<file path="src/inc/ipi_params.svh">
// constants for the isa card pin interface
// assumes inclusion from the package and design files only
`ifndef IPI_PARAMS_SVH
`define IPI_PARAMS_SVH
`define IPI_ADDR_W 16
`define IPI_DATA_W 8
`define IPI_DRQ_N 4
`define IPI_DACK_N 5
`define IPI_IRQ_N 7
`define IPI_LA_W 8
`define IPI_REG_N 8
`define IPI_REG_AW 3
`define IPI_REG_AW_BITS 3'h0
`define IPI_BASE_DEF 16'h0220
`define IPI_BASE_MASK 16'hFFF8
// read strobe, write strobe and aen (low three synchroniser bits) idle high
`define IPI_SYNC_IDLE 3'h7
// latched address input bits that carry the acknowledges in dma mode
`define IPI_DACK6_BIT 0
`define IPI_DACK0_BIT 2
`define IPI_DACK3_BIT 4
`define IPI_DACK5_BIT 6
`endif

</file>
<file path="src/inc/ipi_pkg.sv">
// types shared by the isa card pin interface
// assumes ipi_params.svh is on the include path
`include "ipi_params.svh"
package ipi_pkg;
  typedef enum logic [1:0] {
    IPI_MODE_MEM = 2'h1,
    IPI_MODE_DMA = 2'h2
  } ipi_mode_t;
  typedef enum logic [2:0] {
    IPI_ST_WAIT_KEY = 3'h1,
    IPI_ST_SLEEP = 3'h2,
    IPI_ST_CONFIG = 3'h4
  } ipi_state_t;
endpackage

</file>
<file path="src/core/ipi_regfile.sv">
// small register store for the card's i/o window
// assumes one clock, synchronous active-high reset, registered read data
`include "ipi_params.svh"
module ipi_regfile #(
  parameter int DEPTH = `IPI_REG_N,
  parameter int AW = `IPI_REG_AW
) (
  input wire logic clk,
  input wire logic reset,
  input wire logic wrEn,
  input wire logic [AW-1:0] addr,
  input wire logic [`IPI_DATA_W-1:0] wrData,
  output logic [`IPI_DATA_W-1:0] rdData
);
  logic [`IPI_DATA_W-1:0] mem_reg [DEPTH];
  logic [`IPI_DATA_W-1:0] mem_next [DEPTH];
  logic [`IPI_DATA_W-1:0] rd_reg;
  logic [`IPI_DATA_W-1:0] rd_next;

  always_comb begin
    for (int i = 0; i < DEPTH; i++) begin
      mem_next[i] = mem_reg[i];
    end
    if (wrEn) begin
      mem_next[addr] = wrData;
    end
    rd_next = mem_reg[addr];
  end

  always_ff @(posedge clk) begin
    if (reset) begin
      for (int i = 0; i < DEPTH; i++) begin
        mem_reg[i] <= '0;
      end
      rd_reg <= '0;
    end else begin
      mem_reg <= mem_next;
      rd_reg <= rd_next;
    end
  end

  assign rdData = rd_reg;
endmodule // ipi_regfile

</file>
<file path="src/core/ipi_bus_if.sv">
// isa host bus pin interface of a plug and play card controller
// assumes bus pins are asynchronous to clk; tristate resolution done outside
//
// Behaviour
// - bus reset clears registers and latched address, presets synchronisers to idle strobes and aen high, and enters wait-for-key state
// - slash-named signals are active low, all others active high
// - low sixteen address lines come straight from the host bus
// - shared pin is address bit 16 in memory mode, dack6 in dma mode
// - in dma mode latched address 17,19,21,23 pins drive dreq 0,3,5,6
// - dma request pins not assigned as outputs stay high impedance
// - latched address 18,20,22 pins become dack 0,3,5 in dma mode
// - bale qualifies address latching in memory mode; dack7 in dma mode
// - all transfers use the eight-bit bidirectional data bus
// - a cycle is an i/o read only while the read strobe is low
// - a cycle is an i/o write only while the write strobe is low
// - i/o cycles are ignored while aen is high
// - irq outputs for 3,4,5,7,10,11,12; unassigned ones stay high impedance
// - dma mode gives dma requests; memory mode gives memory selects instead
`include "ipi_params.svh"
module ipi_bus_if #(
  parameter logic [`IPI_ADDR_W-1:0] BASE_ADDR = `IPI_BASE_DEF,
  parameter logic [`IPI_ADDR_W-1:0] BASE_MASK = `IPI_BASE_MASK
) (
  input wire logic clk,
  input wire logic reset,
  input wire logic dmaMode,
  input wire logic [`IPI_ADDR_W-1:0] sysAddr,
  input wire logic [`IPI_LA_W-1:0] latAddrIn,
  input wire logic baleIn,
  input wire logic ioRead_n,
  input wire logic ioWrite_n,
  input wire logic addrEnable,
  input wire logic [`IPI_DATA_W-1:0] sdIn,
  output logic [`IPI_DATA_W-1:0] sdOut,
  output logic sdOe,
  input wire logic [`IPI_DRQ_N-1:0] drqReq,
  input wire logic [`IPI_DRQ_N-1:0] drqAssign,
  output logic [`IPI_DRQ_N-1:0] drqOut,
  output logic [`IPI_DRQ_N-1:0] drqOe,
  output logic [`IPI_DACK_N-1:0] dackActive,
  input wire logic [`IPI_IRQ_N-1:0] irqReq,
  input wire logic [`IPI_IRQ_N-1:0] irqAssign,
  output logic [`IPI_IRQ_N-1:0] irqOut,
  output logic [`IPI_IRQ_N-1:0] irqOe,
  output logic memSelActive,
  output logic [`IPI_LA_W-1:0] latchedAddr,
  output logic [2:0] cfgState
);
  // ************************************
  // pin synchronisers
  // ************************************
  localparam int SW = `IPI_ADDR_W + `IPI_LA_W + `IPI_DATA_W + 4;
  logic [SW-1:0] sync1_reg, sync1_next, sync2_reg, sync2_next;
  logic [`IPI_ADDR_W-1:0] addrS;
  logic [`IPI_LA_W-1:0] laS;
  logic [`IPI_DATA_W-1:0] sdS;
  logic baleS, iorS_n, iowS_n, aenS;
  logic iowPrev_reg, iowPrev_next;
  // synchronisers leave reset showing idle strobes and aen high, so no phantom cycle follows reset
  localparam logic [SW-1:0] SYNC_IDLE = SW'(`IPI_SYNC_IDLE);

  always_comb begin
    sync1_next = {sysAddr, latAddrIn, sdIn, baleIn, ioRead_n, ioWrite_n, addrEnable};
    sync2_next = sync1_reg;
    iowPrev_next = iowS_n;
  end

  always_ff @(posedge clk) begin
    if (reset) begin
      sync1_reg <= SYNC_IDLE;
      sync2_reg <= SYNC_IDLE;
      iowPrev_reg <= 1'h1;
    end else begin
      sync1_reg <= sync1_next;
      sync2_reg <= sync2_next;
      iowPrev_reg <= iowPrev_next;
    end
  end

  assign {addrS, laS, sdS, baleS, iorS_n, iowS_n, aenS} = sync2_reg;

  // ************************************
  // cycle decode
  // ************************************
  logic hit, rdCyc, wrStrobe;
  logic [`IPI_DATA_W-1:0] rdData;
  logic [`IPI_LA_W-1:0] la_reg, la_next;
  ipi_pkg::ipi_state_t st_reg, st_next;

  assign hit = !aenS && ((addrS & BASE_MASK) == (BASE_ADDR & BASE_MASK));
  assign rdCyc = hit && !iorS_n;
  // write taken once, on the strobe's falling edge
  assign wrStrobe = hit && !iowS_n && iowPrev_reg;

  ipi_regfile #(.DEPTH(`IPI_REG_N), .AW(`IPI_REG_AW)) u_regs (
    .clk(clk),
    .reset(reset),
    .wrEn(wrStrobe),
    .addr(addrS[`IPI_REG_AW-1:0]),
    .wrData(sdS),
    .rdData(rdData)
  );

  // ************************************
  // latched address, config state, data drive
  // ************************************
  logic sdOe_reg, sdOe_next;

  always_comb begin
    la_next = la_reg;
    if (!dmaMode && baleS) begin
      la_next = laS;
    end
    st_next = st_reg;
    case (st_reg)
      ipi_pkg::IPI_ST_WAIT_KEY: if (wrStrobe) st_next = ipi_pkg::IPI_ST_SLEEP;
      ipi_pkg::IPI_ST_SLEEP: if (wrStrobe) st_next = ipi_pkg::IPI_ST_CONFIG;
      ipi_pkg::IPI_ST_CONFIG: st_next = ipi_pkg::IPI_ST_CONFIG;
      default: st_next = ipi_pkg::IPI_ST_WAIT_KEY;
    endcase
    sdOe_next = rdCyc;
  end

  always_ff @(posedge clk) begin
    if (reset) begin
      la_reg <= '0;
      st_reg <= ipi_pkg::IPI_ST_WAIT_KEY;
      sdOe_reg <= 1'h0;
    end else begin
      la_reg <= la_next;
      st_reg <= st_next;
      sdOe_reg <= sdOe_next;
    end
  end

  // release follows the strobe quickly: gate the registered enable with the live decode
  assign sdOe = sdOe_reg && rdCyc;
  // store's own output register: another stage here would show the previous address's byte first
  assign sdOut = rdData;
  assign cfgState = st_reg;
  assign latchedAddr = la_reg;
  assign memSelActive = !dmaMode;

  // ************************************
  // dual function pins
  // ************************************
  // dack order {7,6,5,3,0}: 0,3,5 on la18/20/22, 6 on sa16, 7 on bale
  assign dackActive = dmaMode ? {!baleS, !laS[`IPI_DACK6_BIT], !laS[`IPI_DACK5_BIT], !laS[`IPI_DACK3_BIT],
    !laS[`IPI_DACK0_BIT]} : '0;

  genvar g;
  generate
    for (g = 0; g < `IPI_DRQ_N; g++) begin : g_drq
      assign drqOe[g] = dmaMode && drqAssign[g];
      assign drqOut[g] = drqOe[g] && drqReq[g];
    end
    for (g = 0; g < `IPI_IRQ_N; g++) begin : g_irq
      assign irqOe[g] = irqAssign[g];
      assign irqOut[g] = irqAssign[g] && irqReq[g];
    end
  endgenerate

  // ************************************
  // checks
  // ************************************
  property p_reset_wait;
    @(posedge clk) reset |=> (st_reg == ipi_pkg::IPI_ST_WAIT_KEY && !sdOe);
  endproperty
  a_reset_wait: assert property (p_reset_wait) else $error("not in wait-for-key after reset");

  property p_rd_drive;
    @(posedge clk) disable iff (reset) sdOe |-> (!$past(ioRead_n, 2) && !$past(addrEnable, 2));
  endproperty
  a_rd_drive: assert property (p_rd_drive) else $error("data driven outside own read");

  property p_aen_ignore;
    @(posedge clk) disable iff (reset) $past(addrEnable, 2) |-> (!wrStrobe && !sdOe);
  endproperty
  a_aen_ignore: assert property (p_aen_ignore) else $error("responded while aen high");

  property p_rd_latency;
    @(posedge clk) disable iff (reset) (rdCyc && $past(rdCyc)) |-> sdOe;
  endproperty
  a_rd_latency: assert property (p_rd_latency) else $error("read not driven");

  property p_wr_once;
    @(posedge clk) disable iff (reset) wrStrobe |=> !wrStrobe;
  endproperty
  a_wr_once: assert property (p_wr_once) else $error("write taken twice");

  property p_drq_z;
    @(posedge clk) disable iff (reset) !dmaMode |-> (drqOe == '0 && drqOut == '0);
  endproperty
  a_drq_z: assert property (p_drq_z) else $error("dma request driven in memory mode");

  property p_irq_z;
    @(posedge clk) disable iff (reset) (irqOut & ~irqOe) == '0;
  endproperty
  a_irq_z: assert property (p_irq_z) else $error("irq asserted while released");

  property p_bale_latch;
    @(posedge clk) disable iff (reset) (!dmaMode && baleS) |=> (la_reg == $past(laS));
  endproperty
  a_bale_latch: assert property (p_bale_latch) else $error("address not latched on bale");

  property p_dack_mem;
    @(posedge clk) disable iff (reset) !dmaMode |-> dackActive == '0;
  endproperty
  a_dack_mem: assert property (p_dack_mem) else $error("dack seen in memory mode");

  property p_sd_stable;
    @(posedge clk) disable iff (reset) (sdOe && $past(sdOe)) |-> $stable(sdOut);
  endproperty
  a_sd_stable: assert property (p_sd_stable) else $error("read data changed while driven");

  c_read: cover property (@(posedge clk) disable iff (reset) sdOe);
  c_write: cover property (@(posedge clk) disable iff (reset) wrStrobe);
  c_cfg: cover property (@(posedge clk) disable iff (reset) st_reg == ipi_pkg::IPI_ST_CONFIG);
  c_drq: cover property (@(posedge clk) disable iff (reset) drqOut != '0);
  c_dack: cover property (@(posedge clk) disable iff (reset) dackActive != '0);
endmodule // ipi_bus_if

</file>
<file path="config.mk">
export PLATFORM = sky130hd
export DESIGN_NAME = ipi_bus_if
export DESIGN_NICKNAME = d
export VERILOG_FILES = /design/src/inc/ipi_pkg.sv /design/src/core/ipi_regfile.sv /design/src/core/ipi_bus_if.sv
export VERILOG_INCLUDE_DIRS = /design/src /design/src/inc
export SDC_FILE = /design/constraint.sdc
export NUM_CORES = 1
export LEC_CHECK = 0
export ABC_AREA = 1
export CAP_MARGIN = 20
export CORE_ASPECT_RATIO = 1.1
export CORE_MARGIN = 2
export CORE_UTILIZATION = 35
export CTS_CLUSTER_SIZE = 24
export DETAILED_ROUTE_END_ITERATION = 16
export DONT_BUFFER_PORTS = 1
export HOLD_SLACK_MARGIN = 0.12
export PLACE_DENSITY = 0.55
export SLEW_MARGIN = 20
export SYNTH_ARGS = -nofsm -noshare
export SYNTH_HDL_FRONTEND = slang
export SYNTH_SLANG_ARGS = --single-unit
</file>
<file path="constraint.sdc">
create_clock -name clk -period 2.1 [get_ports clk]
set_input_delay 0.21 -clock clk [delete_from_list [all_inputs] [get_ports clk]]
set_output_delay 0.21 -clock clk [all_outputs]
set_load 0.01 [all_outputs]
</file>
# == Word level (Yosys, flattened, before mapping) ==
# Index checks and enable logic that the tools add are counted.
# word_totals
regBits,157
inputBits,61
output_inout_bits,48
wordCells,66
# classes
n_lt_le_gt_ge,2
eq_ne,6
muxes,10
bitwise,1
reduce_logical,32
# ops
cell,n
$bwmux 64,1
$bmux 8 s3,1
$demux 8 s3,1
$mux 8,3
$logic_and 1x1->1,22
$eq 13x7->1 const B,1
$logic_not 1->1,9
$pmux 3 s3,1
$mux 3,2
$mux 5,1
$ge 4x4->1 const B,1
$lt 4x1->1 const B,1
$ne 2x1->1 const B,2
$not 3->4,1
$eq 3x1->1 const B,1
$eq 3x2->1 const B,1
$eq 3x3->1 const B,1
$reduce_and 2->1,1

# == Longest topological paths before layout ==
# Gate-level depths: netlist (run 1).
# logic_depth
depth_word,6
depth_mapped,9
ltp_nobuf,8

# == Modules after synthesis ==
# A second synthesis (run 1) with hierarchy kept.
# unflattened
cells_unflattened,861
area_unflattened_um2,6059.6
# modules_own_cells
module,instances,cells_per_inst,area_per_inst_um2,seq_area_each_um2
ipi_regfile,1,507,3248.1,1441.4
ipi_bus_if,1,354,2811.4,1701.6

# == Worst setup path before layout (run 1) ==
# No wires, ideal clock.
# synth_path
path_kind,register -> register
from,register sync2_reg[21]
to,register u_regs.rd_reg[4] (netlist: u_regs.rdData[4])
setup_ns,0.132
arrival_time_ns,1.090
required_ns,1.968
setup_slack_ns,0.878
stages_incl_launch_ff,7
path_buffers,2
synth_period_minus_slack_ns,1.222
path_cell_list,dfxtp_1 -> buf_4 -> inv_2 -> clkbuf_1 -> a21oi_1 -> o21ai_0 -> a21oi_1
# synth_between
elab_chain_len,4
# synth_rtl
item,line,text
"start, declared",ipi_bus_if.sv:53,"logic [SW-1:0] sync1_reg, sync1_next, sync2_reg, sync2_next;"
"start signal, assigned",ipi_bus_if.sv:75,sync2_reg <= sync2_next;
$not 3->4 (not written as such),ipi_regfile.sv:27,rd_next = mem_reg[addr];
$bmux 8 s3,ipi_regfile.sv:27,
$mux 8 (not written as such) (2 in a row),ipi_regfile.sv:27,
"end signal, assigned",ipi_regfile.sv:38,rd_reg <= rd_next;
"end, declared",ipi_regfile.sv:17,logic [`IPI_DATA_W-1:0] rd_reg;
# No other way between the ends. The select of a mux whose other input is x is not followed.
# A chain may end at the register's enable or synchronous reset.

# == Final worst setup path (run 1) ==
# layout_path
from,register sync2_reg[21]
to,register u_regs.mem_reg[46] in the netlist's numbering
# layout_between
elab_chain_len,6
word_cells_on_any_way,7
classes_between,2 x order compare; 3 x mux; 1 x bitwise; 1 x reduce/logical
# layout_rtl
item,line,text
$not 3->4 (not written as such) *,ipi_regfile.sv:25,mem_next[addr] = wrData;
$ge 4x4->1 (not written as such) or $lt 4x1->1 (tied branches),ipi_regfile.sv:25,
$logic_and 1x1->1 (not written as such),ipi_regfile.sv:25,
$mux 8 (not written as such),ipi_regfile.sv:25,
$demux 8 s3 *,ipi_regfile.sv:25,
$bwmux 64 *,ipi_regfile.sv:25,
"end signal, assigned",ipi_regfile.sv:37,mem_reg <= mem_next;
"end, declared",ipi_regfile.sv:15,logic [`IPI_DATA_W-1:0] mem_reg [DEPTH];
# Mark *: on every way between the ends. The rest lies on a longest branch, timed or not.

==> flow_metrics.env, run 1 <==
export IMPL_setup_violations_final=0
export IMPL_hold_viol=0
export IMPL_vias_per_cell=4.50
export IMPL_grt_pass1_wl_mm=24.6
export IMPL_clockBufferDepth=2
export IMPL_path_buf_inv=2
export IMPL_core_sq_um=17900
export IMPL_place_congestion=0.877
export IMPL_row_count=51
export IMPL_max_slew_margin=0.547
export IMPL_dp_slack_ps=444
export IMPL_drv_slew=0
export IMPL_peakVddDrop_mv=0.546
export IMPL_die_area_sq_um=19500
export IMPL_worst_slew_pin_slew_ps=679
export IMPL_cts_resized_gates=0
export IMPL_critPathMaxStageDelay_ps=490
export IMPL_path_clk_slew_ps=70
export IMPL_min_path_type="input pin to register"
export IMPL_vias=5133
export IMPL_drt_first_iter_violations=458
export IMPL_cp_arrival_ps=2000
export IMPL_first_pass_iters=5
export IMPL_grt_start_max_net_pins=84
export IMPL_synth_seq_cells=157
export IMPL_drive_above_1_share=0.0930
export IMPL_status="complete, no violations"
export IMPL_largest_register_ffs=64
export IMPL_drc=0
export IMPL_yosysWarnings=0
export IMPL_cts_tree="built"
export IMPL_syn_area_sq_um=6420
export IMPL_path_max_fanout=12
export IMPL_syn_avg_cell_area_sq_um=7.34
export IMPL_grt_overflow=0
export IMPL_setup_slack_ps=464
export IMPL_num_antenna_cells=0
export IMPL_syn_nets=936
export IMPL_grt_pass1_vias=4632
export IMPL_cts_sinks=157
export IMPL_start_util=0.360
export IMPL_period_needed_ps=1640
export IMPL_insertion_delay_ps=430
export IMPL_cp_required_ps=2460
export IMPL_path_class="register to register"
export IMPL_maxCapViolations=0
export IMPL_p_leak_nw=3.34
export IMPL_ant_nets=0
export IMPL_cpMaxStageDelayCell="dfxtp_1"
export IMPL_ys_seq_area_frac=0.489
export IMPL_crit_chain="inv_2, nor3_4, inv_2, nor2_8, nor2_1, nor2_1"
export IMPL_max_freq_ghz=0.611
export IMPL_die_x_um=133
export IMPL_track_usage=0.159
export IMPL_cts_buffers_inserted=17
export IMPL_htree_num_levels=4
export IMPL_end_kind="register"
export IMPL_hpwlAfterDp_mm=9.49
export IMPL_wire_per_inst_um=13.0
export IMPL_final_setup_tns_ps=0
export IMPL_rsz0062_at_grt="false"
export IMPL_cts_root_buf="clkbuf_16"
export IMPL_antenna_found_initial=0
export IMPL_ys_types=26
export IMPL_pin_count=109
export IMPL_synth_cells=875
export IMPL_die_h_um=146
export IMPL_start_kind="register"
export IMPL_syn_to_final_growth_pct=16.7
export IMPL_drt_total_wl_mm=14.9
export IMPL_finalNetCount=951
export IMPL_io_buffers=0
export IMPL_crit_family="simple AND/OR/NAND/NOR gates"
export IMPL_power_density_nw_per_um2=858
export IMPL_worst_clock_skew_ps=7.87
export IMPL_period_share=0.779
[worst register-to-register path, stage by stage (launching register included)]
cell and delay (ps):
dfxtp_1 490, inv_2 190, nor3_4 420, inv_2 130, nor2_8 190, nor2_1 60, nor2_1 100
[layout by cell type, fill, tap and decap left out, types with 9 or more instances in the layout]
master	Yosys	layout
a21oi_1	29	29
buf_4	12	13
clkbuf_16	0	17
dfxtp_1	157	157
dlygate4sd3_1	0	36
inv_1	108	107
inv_2	8	9
nand2_1	160	160
nand4_1	64	64
nor2_1	240	239
o21ai_0	19	19
[final timing paths]
| check | end | slack, ps | cells past startpoint | startpoint |
|---|---|---|---|---|
| worst max-delay path | u_regs.mem_reg[46] | 460 | 6 | sync2_reg[21] |
| worst min-delay path | sync1_reg[23] | 150 | 2 | reset |
| worst max register to register | u_regs.mem_reg[46] | 460 | 6 | sync2_reg[21] |
| worst min register to register | sync2_reg[32] | 400 | 2 | sync1_reg[32] |
[logic make-up after synthesis]
family          after synthesis  share of synthesized area
compound gates               50                     0.0397
buf+inv                     171                      0.117
flops                       157                      0.489
simple gates                497                      0.354
[report_power, final]
group          leakage (nW)  switching (W)  internal (W)
logic                  1.77       0.000222      0.000128
registers              1.28      0.0000298       0.00305
clock network         0.289        0.00139       0.00162
total                  3.34        0.00164       0.00479
[cells in the mapped netlist]
cell type  instances  area [sq um]
a21oi_1           29           145
a22oi_1            1          7.51
buf_1              1          3.75
buf_2             19          95.1
buf_4             12          90.1
buf_6              4          45.0
buf_8              1          15.0
clkbuf_1          18          67.6
dfxtp_1          157          3140
inv_1            108           405
inv_2              8          30.0
nand2_1          160           601
nand3_1            4          20.0
nand3_4            5          87.6
nand3b_1           1          7.51
nand4_1           64           400
nor2_1           240           901
nor2_2             3          18.8
nor2_4             2          22.5
nor2_8             6           120
nor3_1             1          5.00
nor3_2             3          30.0
nor3_4             1          16.3
o211ai_1           1          7.51
o21ai_0           19          95.1
or2_2              7          43.8
[timing repair]
item / CTS / global route
hold buffers: 37 / 0
setup buffers: 0 / 0
hold endpoints to repair: 87 / 0
[layer usage]
| metal | vias to the layer above | global-route usage | routed length [um] |
|---|---|---|---|
| met1 | 2265 | 0.222 | 7170 |
| met3 | 18 | 0.0319 | 710 |
| met5 | - | 0 | 0 |
| li1 | 2717 | - | - |
| met2 | 133 | 0.248 | 6790 |
| met4 | 0 | 0.0516 | 200 |
[through the flow]
step | cells | total power (W) | cell area (sq um) | util | hold slack [ps]
final | 1141 | 0.00643 | 7500 | 0.420 | 150
after global routing | 1141 | 0.00669 | 7500 | 0.420 | 165
after CTS | 1141 | 0.00650 | 7500 | 0.420 | 144
after detailed placement | 1072 | 0.00342 | 6530 | 0.365 | 289
after global placement | 1072 | 0.00341 | 6530 | 0.365 | 289
after floorplan | 875 | 0.00339 | 6420 | - | 314
[cell type report]
class,count,area (sq um)
Clock buffer,18,439
Clock inverter,14,139
Fill cell,1893,10400
Inverter,116,435
Multi-Input combinational cell,547,2540
Sequential cell,157,3140
Tap cell,238,298
Timing Repair Buffer,51,505
Power figures use the tool's default switching activity.
==> run 2: changes to the inputs <==
--- a/config.mk
+++ b/config.mk
@@ -15,7 +15,7 @@
 export DETAILED_ROUTE_END_ITERATION = 16
 export DONT_BUFFER_PORTS = 1
 export HOLD_SLACK_MARGIN = 0.12
-export PLACE_DENSITY = 0.55
+export PLACE_DENSITY = 0.57
 export SLEW_MARGIN = 20
 export SYNTH_ARGS = -nofsm -noshare
 export SYNTH_HDL_FRONTEND = slang
==> constraint.sdc (replaced) <==
create_clock -name clk -period 1.5 [get_ports clk]
set_input_delay 0.15 -clock clk [delete_from_list [all_inputs] [get_ports clk]]
set_output_delay 0.15 -clock clk [all_outputs]
set_load 0.01 [all_outputs]
==> run 2 against run 1 <==
Effect of this change:
- the run now ends with negative setup slack left
- global-route usage is 0.25 points lower
- hold slack better by 100 ps
- utilization is 2.5 points higher
- critical path depth is 1 lower
- clock skew is 3.9 ps higher
- final cell count is 3.0% higher
- critical path type is now register to output pin
- critical endpoint is now sdOe
- largest cell class unchanged
- largest power group unchanged
==> flow_metrics.env, run 2 (synthesized netlist as in run 1, its figures left out) <==
export IMPL_drive_above_1_share=0.127
export IMPL_die_x_um=133
export IMPL_hold_viol=0
export IMPL_path_max_fanout=2
export IMPL_setup_violations_final=1
export IMPL_drv_slew=0
export IMPL_hpwlAfterDp_mm=9.66
export IMPL_layout_commonest_cell="nor2_1"
export IMPL_cts_buffers_inserted=17
export IMPL_cts_root_buf="clkbuf_16"
export IMPL_worst_clock_skew_ps=11.7
export IMPL_worst_r2r_path_depth=9
export IMPL_start_util=0.360
export IMPL_first_pass_iters=5
export IMPL_cp_required_ps=1350
export IMPL_wire_per_inst_um=12.8
export IMPL_vias=5203
export IMPL_insertion_delay_ps=430
export IMPL_path_clk_slew_ps=70
export IMPL_die_h_um=146
export IMPL_core_sq_um=17900
export IMPL_grt_pass1_vias=4643
export IMPL_grt_start_max_net_pins=70
export IMPL_ant_nets=0
export IMPL_fillCellCount=1804
export IMPL_final_setup_tns_ps=-3.51
export IMPL_maxCapViolations=0
export IMPL_clockBufferDepth=2
export IMPL_finalNetCount=985
export IMPL_drt_total_wl_mm=15.0
export IMPL_drc=0
export IMPL_grt_overflow=0
export IMPL_max_slew_margin=0.679
export IMPL_mostFrequentLayoutCells="234 x nor2_1, 160 x nand2_1, 153 x dfxtp_1"
export IMPL_die_area_sq_um=19500
export IMPL_worst_slew_pin_slew_ps=481
export IMPL_cp_arrival_ps=1350
export IMPL_period_share=1.00
export IMPL_htree_num_levels=4
export IMPL_worst_path_most_repeated_cell="nor2_2"
export IMPL_grt_pass1_wl_mm=23.9
export IMPL_comb_power_share=0.059
export IMPL_cts_sinks=157
export IMPL_rsz0062_at_grt="true"
export IMPL_fin_util=0.445
export IMPL_cpMaxStageDelayCell="dfxtp_2"
export IMPL_drt_first_iter_violations=329
export IMPL_vias_per_cell=4.43
export IMPL_power_w=0.00907
export IMPL_place_congestion=0.871
export IMPL_crit_chain="nor2_2, nand3_2, nor2_4, nand3b_1, nor2_2"
export IMPL_max_freq_ghz=0.665
export IMPL_power_density_nw_per_um2=1140
export IMPL_end_kind="output pin"
export IMPL_antenna_found_initial=0
export IMPL_min_path_cells=4
export IMPL_whs_ps=255
export IMPL_largest_register_ffs=64
export IMPL_peakVddDrop_mv=0.805
export IMPL_power_share_clock=0.466
export IMPL_critPathMaxStageDelay_ps=330
export IMPL_syn_to_final_growth_pct=23.7
export IMPL_setup_slack_ps=-3.51
export IMPL_crit_family="simple AND/OR/NAND/NOR gates"
export IMPL_pin_count=109
export IMPL_p_leak_nw=3.59
export IMPL_period_needed_ps=1500
export IMPL_cts_tree="built"
export IMPL_cp_depth=5
export IMPL_status="finished, violations left"
export IMPL_violations="negative setup slack"
export IMPL_min_path_type="input pin to register"
export IMPL_switching_share=0.258
export IMPL_switching_power_w=0.00234
export IMPL_io_buffers=0
export IMPL_start_kind="register"
export IMPL_path_buf_inv=0
export IMPL_num_antenna_cells=0
export IMPL_p_seq_frac=0.475
export IMPL_path_class="register to output pin"
export IMPL_track_usage=0.157
export IMPL_row_count=51
export IMPL_p_int_w=0.00673
## run 2: final cells by class
cell class,instances,area (sq um),area share
Multi-Input combinational cell,547,2570,0.324
Tap cell,238,298,0.0375
Inverter,116,438,0.0551
Timing Repair Buffer,85,896,0.113
Sequential cell,157,3150,0.396
Clock buffer,17,425,0.0535
Clock inverter,15,170,0.0214
## run 2: worst paths after layout
| path | start | to | slack, ps |
|---|---|---|---|
| max | sync2_reg[27] | sdOe | -4 |
| min reg2reg | sync1_reg[27] | sync2_reg[27] | 400 |
| max reg2reg | sync2_reg[27] | u_regs.mem_reg[10] | 10 |
| min | dmaMode | latchedAddr[5] | 250 |
## run 2: tightest hold or removal path: cells and delay by family
| family | cells | cell delay [ps] |
|---|---|---|
| AND/OR/NAND/NOR | 2 | 290 |
| buffers and inverters | 1 | 100 |
| AO/OA/AOI/OAI | 1 | 100 |
## run 2: timing repair
action | CTS | global route
hold buffers | 48 | 0
endpoints found under the setup margin | 1 | 68
hold endpoints to repair | 102 | 0
setup buffers | 2 | 3
gates cloned | 0 | 0
pin swaps | 3 | 23
gates resized for setup | 4 | 15
## run 2: power by group through the flow
| stage | Clock, W | Sequential [W] | Combinational, W |
|---|---|---|---|
| after global routing | 0.00454 | 0.00432 | 0.000602 |
| after CTS | 0.00433 | 0.00431 | 0.000534 |
| after detailed placement | 0 | 0.00440 | 0.000406 |
| after floorplan | 0 | 0.00439 | 0.000353 |
| final | 0.00423 | 0.00431 | 0.000539 |
| after global placement | 0 | 0.00440 | 0.000407 |
## run 2: layer usage
layer / global-route usage / up-vias / wire [um]
li1: - / 2786 / -
met1: 0.213 / 2266 / 7010
met2: 0.242 / 132 / 6940
met3: 0.0392 / 19 / 822
met4: 0.0553 / 0 / 250
met5: 0 / - / 0
## run 2: stage by stage
stage / setup slack, ps / area, sq um / std cells
final: -3.51 / 7950 / 1175
after global routing: -130 / 7950 / 1175
after CTS: -45.2 / 7870 / 1172
after detailed placement: 45.4 / 6750 / 1090
after global placement: 72.1 / 6750 / 1090
after floorplan: 278 / 6420 / 875
==> run 3: changes to the inputs <==
--- a/config.mk
+++ b/config.mk
@@ -15,6 +15,7 @@
 export DETAILED_ROUTE_END_ITERATION = 16
 export DONT_BUFFER_PORTS = 1
 export HOLD_SLACK_MARGIN = 0.12
+export MAX_ROUTING_LAYER = met4
 export PLACE_DENSITY = 0.57
 export SLEW_MARGIN = 20
 export SYNTH_ARGS = -nofsm -noshare
==> run 3 against run 2 <==
Effect of this change:
- the run still ends with negative setup slack left
- via count is 1.3% higher
- critical path depth is the same
- total power about the same
- non-clock buffer count unchanged
- setup slack better by 1.4 ps
- sequential cell count stayed put
- maximum frequency barely moved
- utilization stayed put
- clock power barely moved
- final area stayed put
- die area unchanged
- final cell count is the same
- critical endpoint unchanged
- largest power group unchanged
==> flow_metrics.env, run 3 (synthesized netlist as in run 1, its figures left out) <==
export IMPL_start_util=0.360
export IMPL_worst_clock_skew_ps=11.0
export IMPL_insertion_delay_ps=420
export IMPL_max_slew_margin=0.664
export IMPL_grt_pass1_vias=4633
export IMPL_finalNetCount=985
export IMPL_grt_start_max_net_pins=70
export IMPL_grt_pass1_wl_mm=23.9
export IMPL_crit_chain="nor2_2, nand3_2, nor2_4, nand3b_1, nor2_2"
export IMPL_syn_to_final_growth_pct=23.7
export IMPL_fin_util=0.445
export IMPL_track_usage=0.161
export IMPL_period_share=1.00
export IMPL_power_density_nw_per_um2=1140
export IMPL_drc=0
export IMPL_end_kind="output pin"
export IMPL_violations="negative setup slack"
export IMPL_dp_slack_ps=45.4
export IMPL_largest_register_ffs=64
export IMPL_start_kind="register"
export IMPL_path_clk_slew_ps=70
export IMPL_critPathMaxStageDelay_ps=330
export IMPL_cts_root_buf="clkbuf_16"
export IMPL_worst_slew_pin_slew_ps=504
export IMPL_whs_ps=256
export IMPL_die_h_um=146
export IMPL_layout_commonest_cell="nor2_1"
export IMPL_core_sq_um=17900
export IMPL_num_antenna_cells=0
export IMPL_drt_total_wl_mm=15.1
export IMPL_drive_above_1_share=0.127
export IMPL_startpoint="sync2_reg[27]"
export IMPL_first_pass_iters=5
export IMPL_pin_count=109
export IMPL_r2r_start="sync2_reg[27]"
export IMPL_multi_input_area_sq_um=2570
export IMPL_final_setup_tns_ps=-2.07
export IMPL_cts_tree="built"
export IMPL_crit_family="simple AND/OR/NAND/NOR gates"
export IMPL_maxCapViolations=0
export IMPL_ant_nets=0
export IMPL_vias=5269
export IMPL_clockBufferDepth=2
export IMPL_die_area_sq_um=19500
export IMPL_wire_per_inst_um=12.8
export IMPL_row_count=51
export IMPL_min_path_type="input pin to register"
export IMPL_status="finished, violations left"
export IMPL_hpwlAfterDp_mm=9.66
export IMPL_period_needed_ps=1500
export IMPL_hold_viol=0
export IMPL_worstHoldStart="dmaMode"
export IMPL_p_leak_nw=3.59
export IMPL_place_congestion=0.886
export IMPL_fillCellCount=1804
export IMPL_path_max_fanout=2
export IMPL_worst_path_most_repeated_cell="nor2_2"
export IMPL_path_buf_inv=0
export IMPL_cp_required_ps=1350
export IMPL_cp_arrival_ps=1350
export IMPL_die_x_um=133
export IMPL_mostFrequentLayoutCells="234 x nor2_1, 160 x nand2_1, 153 x dfxtp_1"
export IMPL_cts_sinks=157
export IMPL_vias_per_cell=4.48
export IMPL_htree_num_levels=4
export IMPL_setup_slack_ps=-2.07
export IMPL_cts_buffers_inserted=17
export IMPL_rsz0062_at_grt="true"
export IMPL_path_class="register to output pin"
export IMPL_grt_overflow=0
export IMPL_power_w=0.00907
export IMPL_cpMaxStageDelayCell="dfxtp_2"
export IMPL_io_buffers=0
export IMPL_drv_slew=0
export IMPL_antenna_found_initial=0
export IMPL_register_area_sq_um=3150
export IMPL_peakVddDrop_mv=0.804
export IMPL_drt_first_iter_violations=332
export IMPL_setup_violations_final=1
export IMPL_max_freq_ghz=0.666
[run 3: cell counts in the layout (fill, tap and decap cells not counted)]
No cell type changed its count.
[run 3: worst paths after layout]
check                                     endpoint  slack (ps)  depth (start not counted)
worst max register to register  u_regs.mem_reg[10]          10                          9
worst max-delay path                          sdOe          -2                          5
worst min-delay path                latchedAddr[5]         260                          4
worst min register to register       sync2_reg[27]         400                          2
[run 3: cell type report]
cell class / count / share of cell area
flip-flops and latches: 157 / 0.396
multi-input cells: 547 / 0.324
repair buffers: 85 / 0.113
inverters: 116 / 0.0551
clock buffers: 17 / 0.0535
well taps: 238 / 0.0375
clock inverters: 15 / 0.0214
[run 3: what timing repair did]
action                                  in CTS  in global routing
endpoints found under the hold margin      102                  0
setup buffers                                2                  3
gates resized for setup                      4                 15
hold buffers                                48                  0
pin swaps                                    3                 23
endpoints found under the setup margin       1                 68
[run 3: metrics by stage]
stage | cells | cell area (sq um)
2_1_floorplan | 875 | 6420
5_1_grt | 1175 | 7950
3_5_place_dp | 1090 | 6750
4_1_cts | 1172 | 7870
3_3_place_gp | 1090 | 6750
6_report | 1175 | 7950
[run 3: worst reg2reg max path, stage by stage, from the launching register on]
cell	delay [ps]
dfxtp_2	330
nor2_2	130
nand3_2	110
nor2_4	100
buf_4	120
nand3_4	110
buf_12	190
nor2_8	180
nor2_1	60
nor2_1	110
[run 3: routing by layer]
metal,track usage,share of wire,routed length (um)
met1,0.213,0.48,7230
met2,0.242,0.46,6880
met4,0.0553,0.016,246
met3,0.0403,0.047,706
met5,-,0,0
[run 3: power by group]
group	internal (W)	switching, W	leakage, nW	total [W]
Combinational	0.000220	0.000321	2.01	0.000541
Sequential	0.00427	0.0000418	1.28	0.00431
Clock	0.00225	0.00198	0.293	0.00423
Total	0.00673	0.00234	3.59	0.00907
